===== src/pwm_timer_map.svh =====
// Register offsets, field positions, reset values and prescale counts of the dual-slope PWM timer
// Included by the package-using timer modules; definitions only
`ifndef PWM_TIMER_MAP_SVH
`define PWM_TIMER_MAP_SVH

`define TIMER_CONTROL_A_OFFSET      8'h2f
`define TIMER_CONTROL_B_OFFSET      8'h30
`define COUNTER_VALUE_LO_OFFSET     8'h31
`define COUNTER_VALUE_HI_OFFSET     8'h32
`define COMPARE_VALUE_A_LO_OFFSET   8'h33
`define COMPARE_VALUE_A_HI_OFFSET   8'h34
`define COMPARE_VALUE_B_LO_OFFSET   8'h35
`define COMPARE_VALUE_B_HI_OFFSET   8'h36
`define INPUT_CAPTURE_LO_OFFSET     8'h37
`define INPUT_CAPTURE_HI_OFFSET     8'h38
`define TIMER_FLAGS_OFFSET          8'h39
`define OUTPUT_DIRECTION_OFFSET     8'h3a

`define CMODE_A_POS                 6
`define CMODE_B_POS                 4
`define WMODE_LOW_POS               0
`define WMODE_HIGH_POS              3
`define CLOCK_SELECT_POS            0

`define FLAG_OVERFLOW_POS           0
`define FLAG_MATCH_A_POS            1
`define FLAG_MATCH_B_POS            2
`define FLAG_CAPTURE_POS            5

`define CONTROL_RESET               8'h00
`define WORD_RESET                  16'h0000
`define BOTTOM_VALUE                16'h0000

`define PRESCALE_8                  10'h007
`define PRESCALE_64                 10'h03f
`define PRESCALE_256                10'h0ff
`define PRESCALE_1024               10'h3ff

`endif


===== src/pwm_timer_pkg.sv =====
// Types shared by the dual-slope PWM timer modules
// Assumes nothing beyond a SystemVerilog compiler
`default_nettype none
package pwm_timer_pkg;
	typedef logic [3:0] wave_mode_t;
	typedef logic [1:0] out_mode_t;
	typedef enum logic [2:0] {
		TICK_STOP  = 3'b000,
		TICK_DIV1  = 3'b001,
		TICK_DIV8  = 3'b010,
		TICK_DIV64 = 3'b011,
		TICK_DIV256 = 3'b100,
		TICK_DIV1024 = 3'b101,
		TICK_EXT_F = 3'b110,
		TICK_EXT_R = 3'b111
	} tick_select_e;
	localparam wave_mode_t MODE_TOP_CAPTURE = 4'h8;
	localparam wave_mode_t MODE_TOP_COMPARE = 4'h9;
	localparam out_mode_t  OUT_TOGGLE = 2'h1;
	localparam out_mode_t  OUT_NONINV = 2'h2;
	localparam out_mode_t  OUT_INV    = 2'h3;
endpackage
`default_nettype wire


===== src/timer_prescaler.sv =====
// Prescaler producing the one-cycle timer tick enable
// Assumes clk_i is the I/O clock; external tick selections give no tick
`timescale 1ns/1ps
`default_nettype none
`include "pwm_timer_map.svh"
module timer_prescaler (
	input  wire logic                        clk_i,
	input  wire logic                        reset_i,
	input  wire pwm_timer_pkg::tick_select_e select_i,
	output logic                             tick_o
);
	import pwm_timer_pkg::*;

	logic [9:0] count;
	logic       next_tick;

	always_ff @(posedge clk_i) begin
		if (reset_i || select_i == TICK_STOP)
			count <= 10'h000;
		else
			count <= count + 10'h001;
	end

	// Tick on the last count of each divided period
	always_comb begin
		unique case (select_i)
			TICK_DIV1:    next_tick = 1'b1;
			TICK_DIV8:    next_tick = (count[2:0] == 3'(`PRESCALE_8));
			TICK_DIV64:   next_tick = (count[5:0] == 6'(`PRESCALE_64));
			TICK_DIV256:  next_tick = (count[7:0] == 8'(`PRESCALE_256));
			TICK_DIV1024: next_tick = (count == `PRESCALE_1024);
			default:      next_tick = 1'b0;
		endcase
	end

	always_ff @(posedge clk_i) begin
		if (reset_i)
			tick_o <= 1'b0;
		else
			tick_o <= next_tick && select_i != TICK_STOP;
	end
endmodule // timer_prescaler
`default_nettype wire


===== src/pwm_timer.sv =====
// Sixteen-bit timer in phase and frequency correct PWM operation
// Assumes a plain register port; the pins are external and resolved outside
//
// Contract
// - Modes 8 and 9 select dual-slope PWM
// - Count up to top, then down to zero
// - Non-inverting: clear upcounting match, set downcounting
// - Top from capture (8) or compare A (9)
// - Counter holds top for one tick
// - Compare match sets channel flag
// - Overflow flag set at bottom with reload
// - Top sets compare A or capture flag
// - Compare registers reload only at bottom
// - Mode two non-inverted, three inverted
// - Pin driven only with direction output
// - Frequency is clock over 2 N top
// - Compare zero low, compare top high; inverted mode gives the opposite
// - Tick is only a clock enable
// - Mode built from both control registers
// - Mode one toggles A; B reserved
`timescale 1ns/1ps
`default_nettype none
`include "pwm_timer_map.svh"
module pwm_timer (
	input  wire logic       clk_i,
	input  wire logic       reset_i,
	input  wire logic [7:0] address_i,
	input  wire logic [7:0] write_data_i,
	input  wire logic       write_i,
	input  wire logic       read_i,
	output logic      [7:0] read_data_o,
	output logic            compare_output_a_o,
	output logic            compare_output_a_oe_o,
	output logic            compare_output_b_o,
	output logic            compare_output_b_oe_o
);
	import pwm_timer_pkg::*;

	logic [7:0]  timer_control_a;
	logic [7:0]  timer_control_b;
	logic [15:0] counter_value;
	logic [15:0] compare_value_a;
	logic [15:0] compare_value_b;
	logic [15:0] buffer_a;
	logic [15:0] buffer_b;
	logic [15:0] input_capture_value;
	logic [7:0]  temp_high;
	logic [1:0]  output_direction_bit;
	logic        counting_down;
	logic        overflow_flag;
	logic        match_flag_a;
	logic        match_flag_b;
	logic        capture_flag;
	logic        level_a;
	logic        level_b;
	logic        timer_tick;
	wave_mode_t  waveform_mode_select;
	out_mode_t   compare_output_mode_a;
	out_mode_t   compare_output_mode_b;
	logic        dual_slope;
	logic [15:0] top_value;
	logic        at_top;
	logic        at_bottom;
	logic        match_a;
	logic        match_b;
	logic        wr_flags;

	function automatic logic hit(input logic [7:0] addr, input logic [7:0] offset);
		return addr == offset;
	endfunction

	// Next level of one channel on a match
	function automatic logic next_level(input out_mode_t mode, input logic down,
		input logic level, input logic toggle_ok);
		unique case (mode)
			OUT_NONINV: return down;
			OUT_INV:    return !down;
			OUT_TOGGLE: return toggle_ok ? !level : level;
			default:    return level;
		endcase
	endfunction

	assign waveform_mode_select = {timer_control_b[`WMODE_HIGH_POS +: 2],
		timer_control_a[`WMODE_LOW_POS +: 2]};
	assign compare_output_mode_a = timer_control_a[`CMODE_A_POS +: 2];
	assign compare_output_mode_b = timer_control_a[`CMODE_B_POS +: 2];
	assign dual_slope = waveform_mode_select == MODE_TOP_CAPTURE ||
		waveform_mode_select == MODE_TOP_COMPARE;
	assign top_value = (waveform_mode_select == MODE_TOP_CAPTURE) ?
		input_capture_value : compare_value_a;
	assign at_top    = dual_slope && counter_value == top_value;
	assign at_bottom = dual_slope && counter_value == `BOTTOM_VALUE;
	assign match_a   = dual_slope && counter_value == compare_value_a;
	assign match_b   = dual_slope && counter_value == compare_value_b;
	assign wr_flags  = write_i && hit(address_i, `TIMER_FLAGS_OFFSET);

	timer_prescaler timer_prescaler_i (
		.clk_i    (clk_i),
		.reset_i  (reset_i),
		.select_i (tick_select_e'(timer_control_b[`CLOCK_SELECT_POS +: 3])),
		.tick_o   (timer_tick)
	);

	always_ff @(posedge clk_i) begin
		if (reset_i) begin
			timer_control_a <= `CONTROL_RESET;
			timer_control_b <= `CONTROL_RESET;
			output_direction_bit <= 2'h0;
		end else if (write_i) begin
			if (hit(address_i, `TIMER_CONTROL_A_OFFSET))
				timer_control_a <= write_data_i & 8'hf3;
			if (hit(address_i, `TIMER_CONTROL_B_OFFSET))
				timer_control_b <= write_data_i & 8'h1f;
			if (hit(address_i, `OUTPUT_DIRECTION_OFFSET))
				output_direction_bit <= write_data_i[1:0];
		end
	end

	// High byte latched first, word committed on low byte write
	always_ff @(posedge clk_i) begin
		if (reset_i)
			temp_high <= 8'h00;
		else if (write_i && address_i[0] == 1'b0 && address_i >= `COUNTER_VALUE_HI_OFFSET
			&& address_i <= `INPUT_CAPTURE_HI_OFFSET)
			temp_high <= write_data_i;
	end

	always_ff @(posedge clk_i) begin
		if (reset_i) begin
			buffer_a <= `WORD_RESET;
			buffer_b <= `WORD_RESET;
			input_capture_value <= `WORD_RESET;
		end else if (write_i) begin
			if (hit(address_i, `COMPARE_VALUE_A_LO_OFFSET))
				buffer_a <= {temp_high, write_data_i};
			if (hit(address_i, `COMPARE_VALUE_B_LO_OFFSET))
				buffer_b <= {temp_high, write_data_i};
			if (hit(address_i, `INPUT_CAPTURE_LO_OFFSET))
				input_capture_value <= {temp_high, write_data_i};
		end
	end

	// Reload only at bottom keeps both slopes equal; outside PWM the write is immediate
	always_ff @(posedge clk_i) begin
		if (reset_i) begin
			compare_value_a <= `WORD_RESET;
			compare_value_b <= `WORD_RESET;
		end else if (!dual_slope) begin
			compare_value_a <= buffer_a;
			compare_value_b <= buffer_b;
		end else if (timer_tick && at_bottom) begin
			compare_value_a <= buffer_a;
			compare_value_b <= buffer_b;
		end
	end

	// Software write of the counter wins over counting
	always_ff @(posedge clk_i) begin
		if (reset_i) begin
			counter_value <= `WORD_RESET;
			counting_down <= 1'b0;
		end else if (write_i && hit(address_i, `COUNTER_VALUE_LO_OFFSET)) begin
			counter_value <= {temp_high, write_data_i};
		end else if (timer_tick && dual_slope) begin
			if (at_top) begin
				counting_down <= 1'b1;
				counter_value <= counter_value - 16'h0001;
			end else if (at_bottom) begin
				counting_down <= 1'b0;
				counter_value <= counter_value + 16'h0001;
			end else if (counting_down)
				counter_value <= counter_value - 16'h0001;
			else
				counter_value <= counter_value + 16'h0001;
		end
	end

	// Set wins over a write-one clear in the same cycle
	always_ff @(posedge clk_i) begin
		if (reset_i) begin
			overflow_flag <= 1'b0;
			match_flag_a  <= 1'b0;
			match_flag_b  <= 1'b0;
			capture_flag  <= 1'b0;
		end else begin
			overflow_flag <= (timer_tick && at_bottom) ||
				(overflow_flag && !(wr_flags && write_data_i[`FLAG_OVERFLOW_POS]));
			match_flag_a <= (timer_tick && match_a) ||
				(match_flag_a && !(wr_flags && write_data_i[`FLAG_MATCH_A_POS]));
			match_flag_b <= (timer_tick && match_b) ||
				(match_flag_b && !(wr_flags && write_data_i[`FLAG_MATCH_B_POS]));
			capture_flag <= (timer_tick && at_top &&
				waveform_mode_select == MODE_TOP_CAPTURE) ||
				(capture_flag && !(wr_flags && write_data_i[`FLAG_CAPTURE_POS]));
		end
	end

	// Match at zero sets low and at top sets high in non-inverting mode, giving the flat extremes
	always_ff @(posedge clk_i) begin
		if (reset_i) begin
			level_a <= 1'b0;
			level_b <= 1'b0;
		end else if (timer_tick) begin
			if (match_a)
				level_a <= next_level(compare_output_mode_a, counting_down && !at_bottom
					|| at_top, level_a, waveform_mode_select[3]);
			if (match_b)
				level_b <= next_level(compare_output_mode_b, counting_down && !at_bottom
					|| at_top, level_b, 1'b0);
		end
	end

	always_ff @(posedge clk_i) begin
		if (reset_i) begin
			compare_output_a_o    <= 1'b0;
			compare_output_a_oe_o <= 1'b0;
			compare_output_b_o    <= 1'b0;
			compare_output_b_oe_o <= 1'b0;
		end else begin
			compare_output_a_o    <= level_a;
			compare_output_b_o    <= level_b;
			compare_output_a_oe_o <= compare_output_mode_a != 2'h0 && output_direction_bit[0];
			compare_output_b_oe_o <= compare_output_mode_b != 2'h0 && output_direction_bit[1];
		end
	end

	always_ff @(posedge clk_i) begin
		if (reset_i)
			read_data_o <= 8'h00;
		else if (read_i) begin
			unique case (address_i)
				`TIMER_CONTROL_A_OFFSET:    read_data_o <= timer_control_a;
				`TIMER_CONTROL_B_OFFSET:    read_data_o <= timer_control_b;
				`COUNTER_VALUE_LO_OFFSET:   read_data_o <= counter_value[7:0];
				`COUNTER_VALUE_HI_OFFSET:   read_data_o <= counter_value[15:8];
				`COMPARE_VALUE_A_LO_OFFSET: read_data_o <= buffer_a[7:0];
				`COMPARE_VALUE_A_HI_OFFSET: read_data_o <= buffer_a[15:8];
				`COMPARE_VALUE_B_LO_OFFSET: read_data_o <= buffer_b[7:0];
				`COMPARE_VALUE_B_HI_OFFSET: read_data_o <= buffer_b[15:8];
				`INPUT_CAPTURE_LO_OFFSET:   read_data_o <= input_capture_value[7:0];
				`INPUT_CAPTURE_HI_OFFSET:   read_data_o <= input_capture_value[15:8];
				`TIMER_FLAGS_OFFSET:        read_data_o <= {2'h0, capture_flag, 2'h0,
					match_flag_b, match_flag_a, overflow_flag};
				`OUTPUT_DIRECTION_OFFSET:   read_data_o <= {6'h00, output_direction_bit};
				default:                    read_data_o <= 8'h00;
			endcase
		end else
			read_data_o <= 8'h00;
	end
endmodule // pwm_timer
`default_nettype wire


===== config.mk =====
export PLATFORM = sky130hd
export DESIGN_NAME = pwm_timer
export DESIGN_NICKNAME = d
export VERILOG_FILES = /design/src/pwm_timer_pkg.sv /design/src/timer_prescaler.sv /design/src/pwm_timer.sv
export VERILOG_INCLUDE_DIRS = /design/src
export SDC_FILE = /design/constraint.sdc
export NUM_CORES = 1
export LEC_CHECK = 0
export BUFFER_PORTS_ARGS = -buffer_cell sky130_fd_sc_hd__buf_2
export CAP_MARGIN = 30
export CORE_AREA = 2 2 152 154
export CTS_CLUSTER_SIZE = 24
export DETAILED_ROUTE_END_ITERATION = 8
export DIE_AREA = 0 0 154 156
export GPL_ROUTABILITY_DRIVEN = 0
export PLACE_DENSITY = 0.47
export SETUP_SLACK_MARGIN = 0.2
export SKIP_LAST_GASP = 1
export SLEW_MARGIN = 20
export SYNTH_ARGS = -nofsm -noshare
export SYNTH_HDL_FRONTEND = slang
export SYNTH_SLANG_ARGS = --single-unit
export TNS_END_PERCENT = 20

===== constraint.sdc =====
create_clock -name clk_i -period 3.67 [get_ports clk_i]
set_clock_uncertainty 0.15 [all_clocks]
set_input_delay 0.734 -clock clk_i [delete_from_list [all_inputs] [get_ports clk_i]]
set_output_delay 0.734 -clock clk_i [all_outputs]
set_load 0.05 [all_outputs]

==> reports/qor.csv <==
metric,value,unit
outcome,"finished, final reports clean",
Clock transition at path regs,0.07,ns
Syn Nets,989,
Hold Slack,0.312,ns
Max Slew Vio Count,0,
Leak,2.96,nW
post-route setup TNS,0,ns
synth warn,0,
VDD IR max,290,uV
CP arrival,3.49,ns
drt drc,0,
Synth Area per Inst,7.79,um^2
total power,3.48,mW
root buf cell,clkbuf_16,
DR WL/cell,22.3,um
max-cap violations,0,
cell accounting for the most synthesized area,dfxtp_1,
fin crit period,3.33,ns
dominant cells by area after synthesis,"dfxtp_1 39%, nand2_1 9.1%, a21oi_1 6.8%, nand3_1 4.3%, mux2i_1 4.3%",
Final Cycle Share,90.7,%
ys flop type,dfxtp_1,
all-layer global routing usage,24.0,%
Slew @ Worst Pin,0.792,ns
# rows,55,
area post-placement,8100,um^2
CP Launch Type,flop,
die height,156,um
"EDFF count, synth",0,
final hold viol count,0,
initial antenna violation count,0,
RR Startpoint,counter_value[7],
CTS max path bufs,2,
Post-Route WL,28600,um
grt ovf,0,
Final setup viols,0,
Routed Antenna Nets,0,
Starting Density,33.6,%
hold_buf cts,0,
Fillers,2301,
First-pass DRT Iterations,8,
first-pass GRT wire length,43500,um
Fmax achieved,300,MHz
CORE AREA,22400,um^2
Sequential Area,2940,um^2
"Async S/R FF share, synth",0,%
CTS tree,done,
setup slack after layout,0.341,ns
Setup Crit Path Kind,flop to flop,
Multi-input gate area,4170,um^2
dpl hpwl,20300,um
Die X,154,um
vias in the first global route,6847,
antenna cells,0,
Max Fanout on Critical Path,12,
unrepaired setup endpoints after global routing,yes,
worst skew pair latency,0.43,ns
drt initial violations,690,
Worst Setup SP,counter_value[7],
relative slew slack,46.8,%
Layout Nets,1009,
WP data required,3.83,ns
IO Port Bufs,31,
hold_sp,compare_value_b[5],
CTS buffer count,17,
post-synthesis cell count,964,
post-route cell area,8690,um^2
min-delay worst type,flop to flop,
Top Ports,32,
Vias,7226,
CTS sink cnt,147,
die footprint,24000,um^2
vias per cell,5.64,
crit end category,flop,
H-tree levels,4,
post-synthesis cell area,7510,um^2
pwr dens,400,nW/um^2
Layout area overhead,15.7,%
Synth Register Bits,147,
share of layout cells above drive strength 1,11.8,%
Synth top area share,39.2,%
dpl ws,0.381,ns
post-synthesis sequential area ratio,39.2,%
"Distinct cells, synth",66,
largest net degree at the start of global routing,50,
## layout make-up
type                    instances  area share, %
inverters                      25           1.08
multi-input cells             714           48.0
repair buffers                 79           6.25
flip-flops and latches        147           33.9
well taps                     285           4.11
clock buffers                  21           5.30
clock inverters                11           1.35
## through the flow
step / utilization (%) / instances
5_1_grt: 38.8 / 1282
3_5_place_dp: 36.2 / 1249
3_3_place_gp: 36.2 / 1249
2_1_floorplan: - / 964
4_1_cts: 38.8 / 1281
6_report: 38.8 / 1282
## worst max-delay path: stages, from the launching register on
cell     delay [ns]
dfxtp_1        0.30
or4_1          0.62
or4_1          0.56
o41a_1         0.64
or4_1          0.58
a21oi_1        0.16
or4_1          0.13
nand3_1        0.06
## cell usage after synthesis, types with 3 or more instances
master       n
nand2_1    181
buf_1        8
or4_1        6
xor2_1      13
a2111oi_0    4
inv_1       25
o21ai_0     10
clkbuf_1    65
nand2b_1     7
o221ai_1     3
nor2_1      55
nand4_1     14
a31oi_1     12
a222oi_1    10
a22oi_1      9
and2_1       6
or3_1       13
nor3_1      26
o22ai_1      3
and4_1       3
o211ai_1     8
xnor2_1     25
and3_1      12
nor4_1      11
nand3_1     65
a221oi_1    12
o31ai_1      5
o2111ai_1    4
dfxtp_1    147
o21ai_1      3
mux2i_1     32
nor2b_1     11
nor4bb_1     3
a22o_1       5
ha_1         5
a21oi_1    102
buf_2        4
## sequential cells by signal, summed over array words and instances (netlist names), 2 cells and up
signal                   flops
counter_value               16
buffer_a                    16
compare_value_a             16
timer_control_b              5
input_capture_value         16
timer_prescaler_i.count     10
compare_value_b             16
temp_high                    8
buffer_b                    16
output_direction_bit         2
timer_control_a              6
read_data_o                  8
## final timing paths
check                            end  slack [ns]  cells after the start
hold / removal    compare_value_b[5]        0.31                      2
setup / recovery   counter_value[13]        0.34                      7
setup reg to reg   counter_value[13]        0.34                      7
hold reg to reg   compare_value_b[5]        0.31                      2
## timing repair
action	in CTS	in global routing
buffers inserted	0	1
resized for setup	0	0
setup endpoints to repair	0	4
## report_power, final
| part | leakage, nW | switching [mW] | internal (mW) |
|---|---|---|---|
| Combinational | 1.49 | 0.0978 | 0.0298 |
| Sequential | 1.18 | 0.00249 | 1.60 |
| Clock | 0.282 | 0.762 | 0.988 |
| Total | 2.96 | 0.862 | 2.61 |
## per-layer routing
metal,part of all wire (%),global-route usage [%],vias to the layer above
met1,46,32.9,3439
li1,-,-,3480
met3,5.7,3.25,40
met2,46,38.6,267
met4,2.8,8.68,0
met5,0,0,-
## logic make-up after synthesis
logic type / after synthesis / share of synthesized area (%)
AND/OR/NAND/NOR: 422 / 26.6
AO/OA/AOI/OAI: 215 / 19.1
flip-flops: 147 / 39.2
buffers and inverters: 103 / 5.32
XOR/XNOR: 38 / 4.43
multiplexers: 34 / 4.57
adder cells (fa/ha/maj): 5 / 0.833
## cells in the final DEF (no fill, tap or decap), drive strengths merged, types with 5 or more instances in the layout
cell type    n
or3         13
nor3        26
nand3       65
o21ai       14
a222oi      10
or4          6
nand2b       7
and3        12
and2         7
a22o         5
nand4       14
a22oi        9
nand2      181
nor4        11
nor2        55
dfxtp      147
a21oi      102
o31ai        5
xnor2       25
clkbuf      21
a2111oi      5
a31oi       12
a221oi      12
nor2b       11
mux2i       32
o211ai       8
xor2        13
inv         30
buf         79
ha           5
Note: power is estimated with default switching activity, not from simulation.
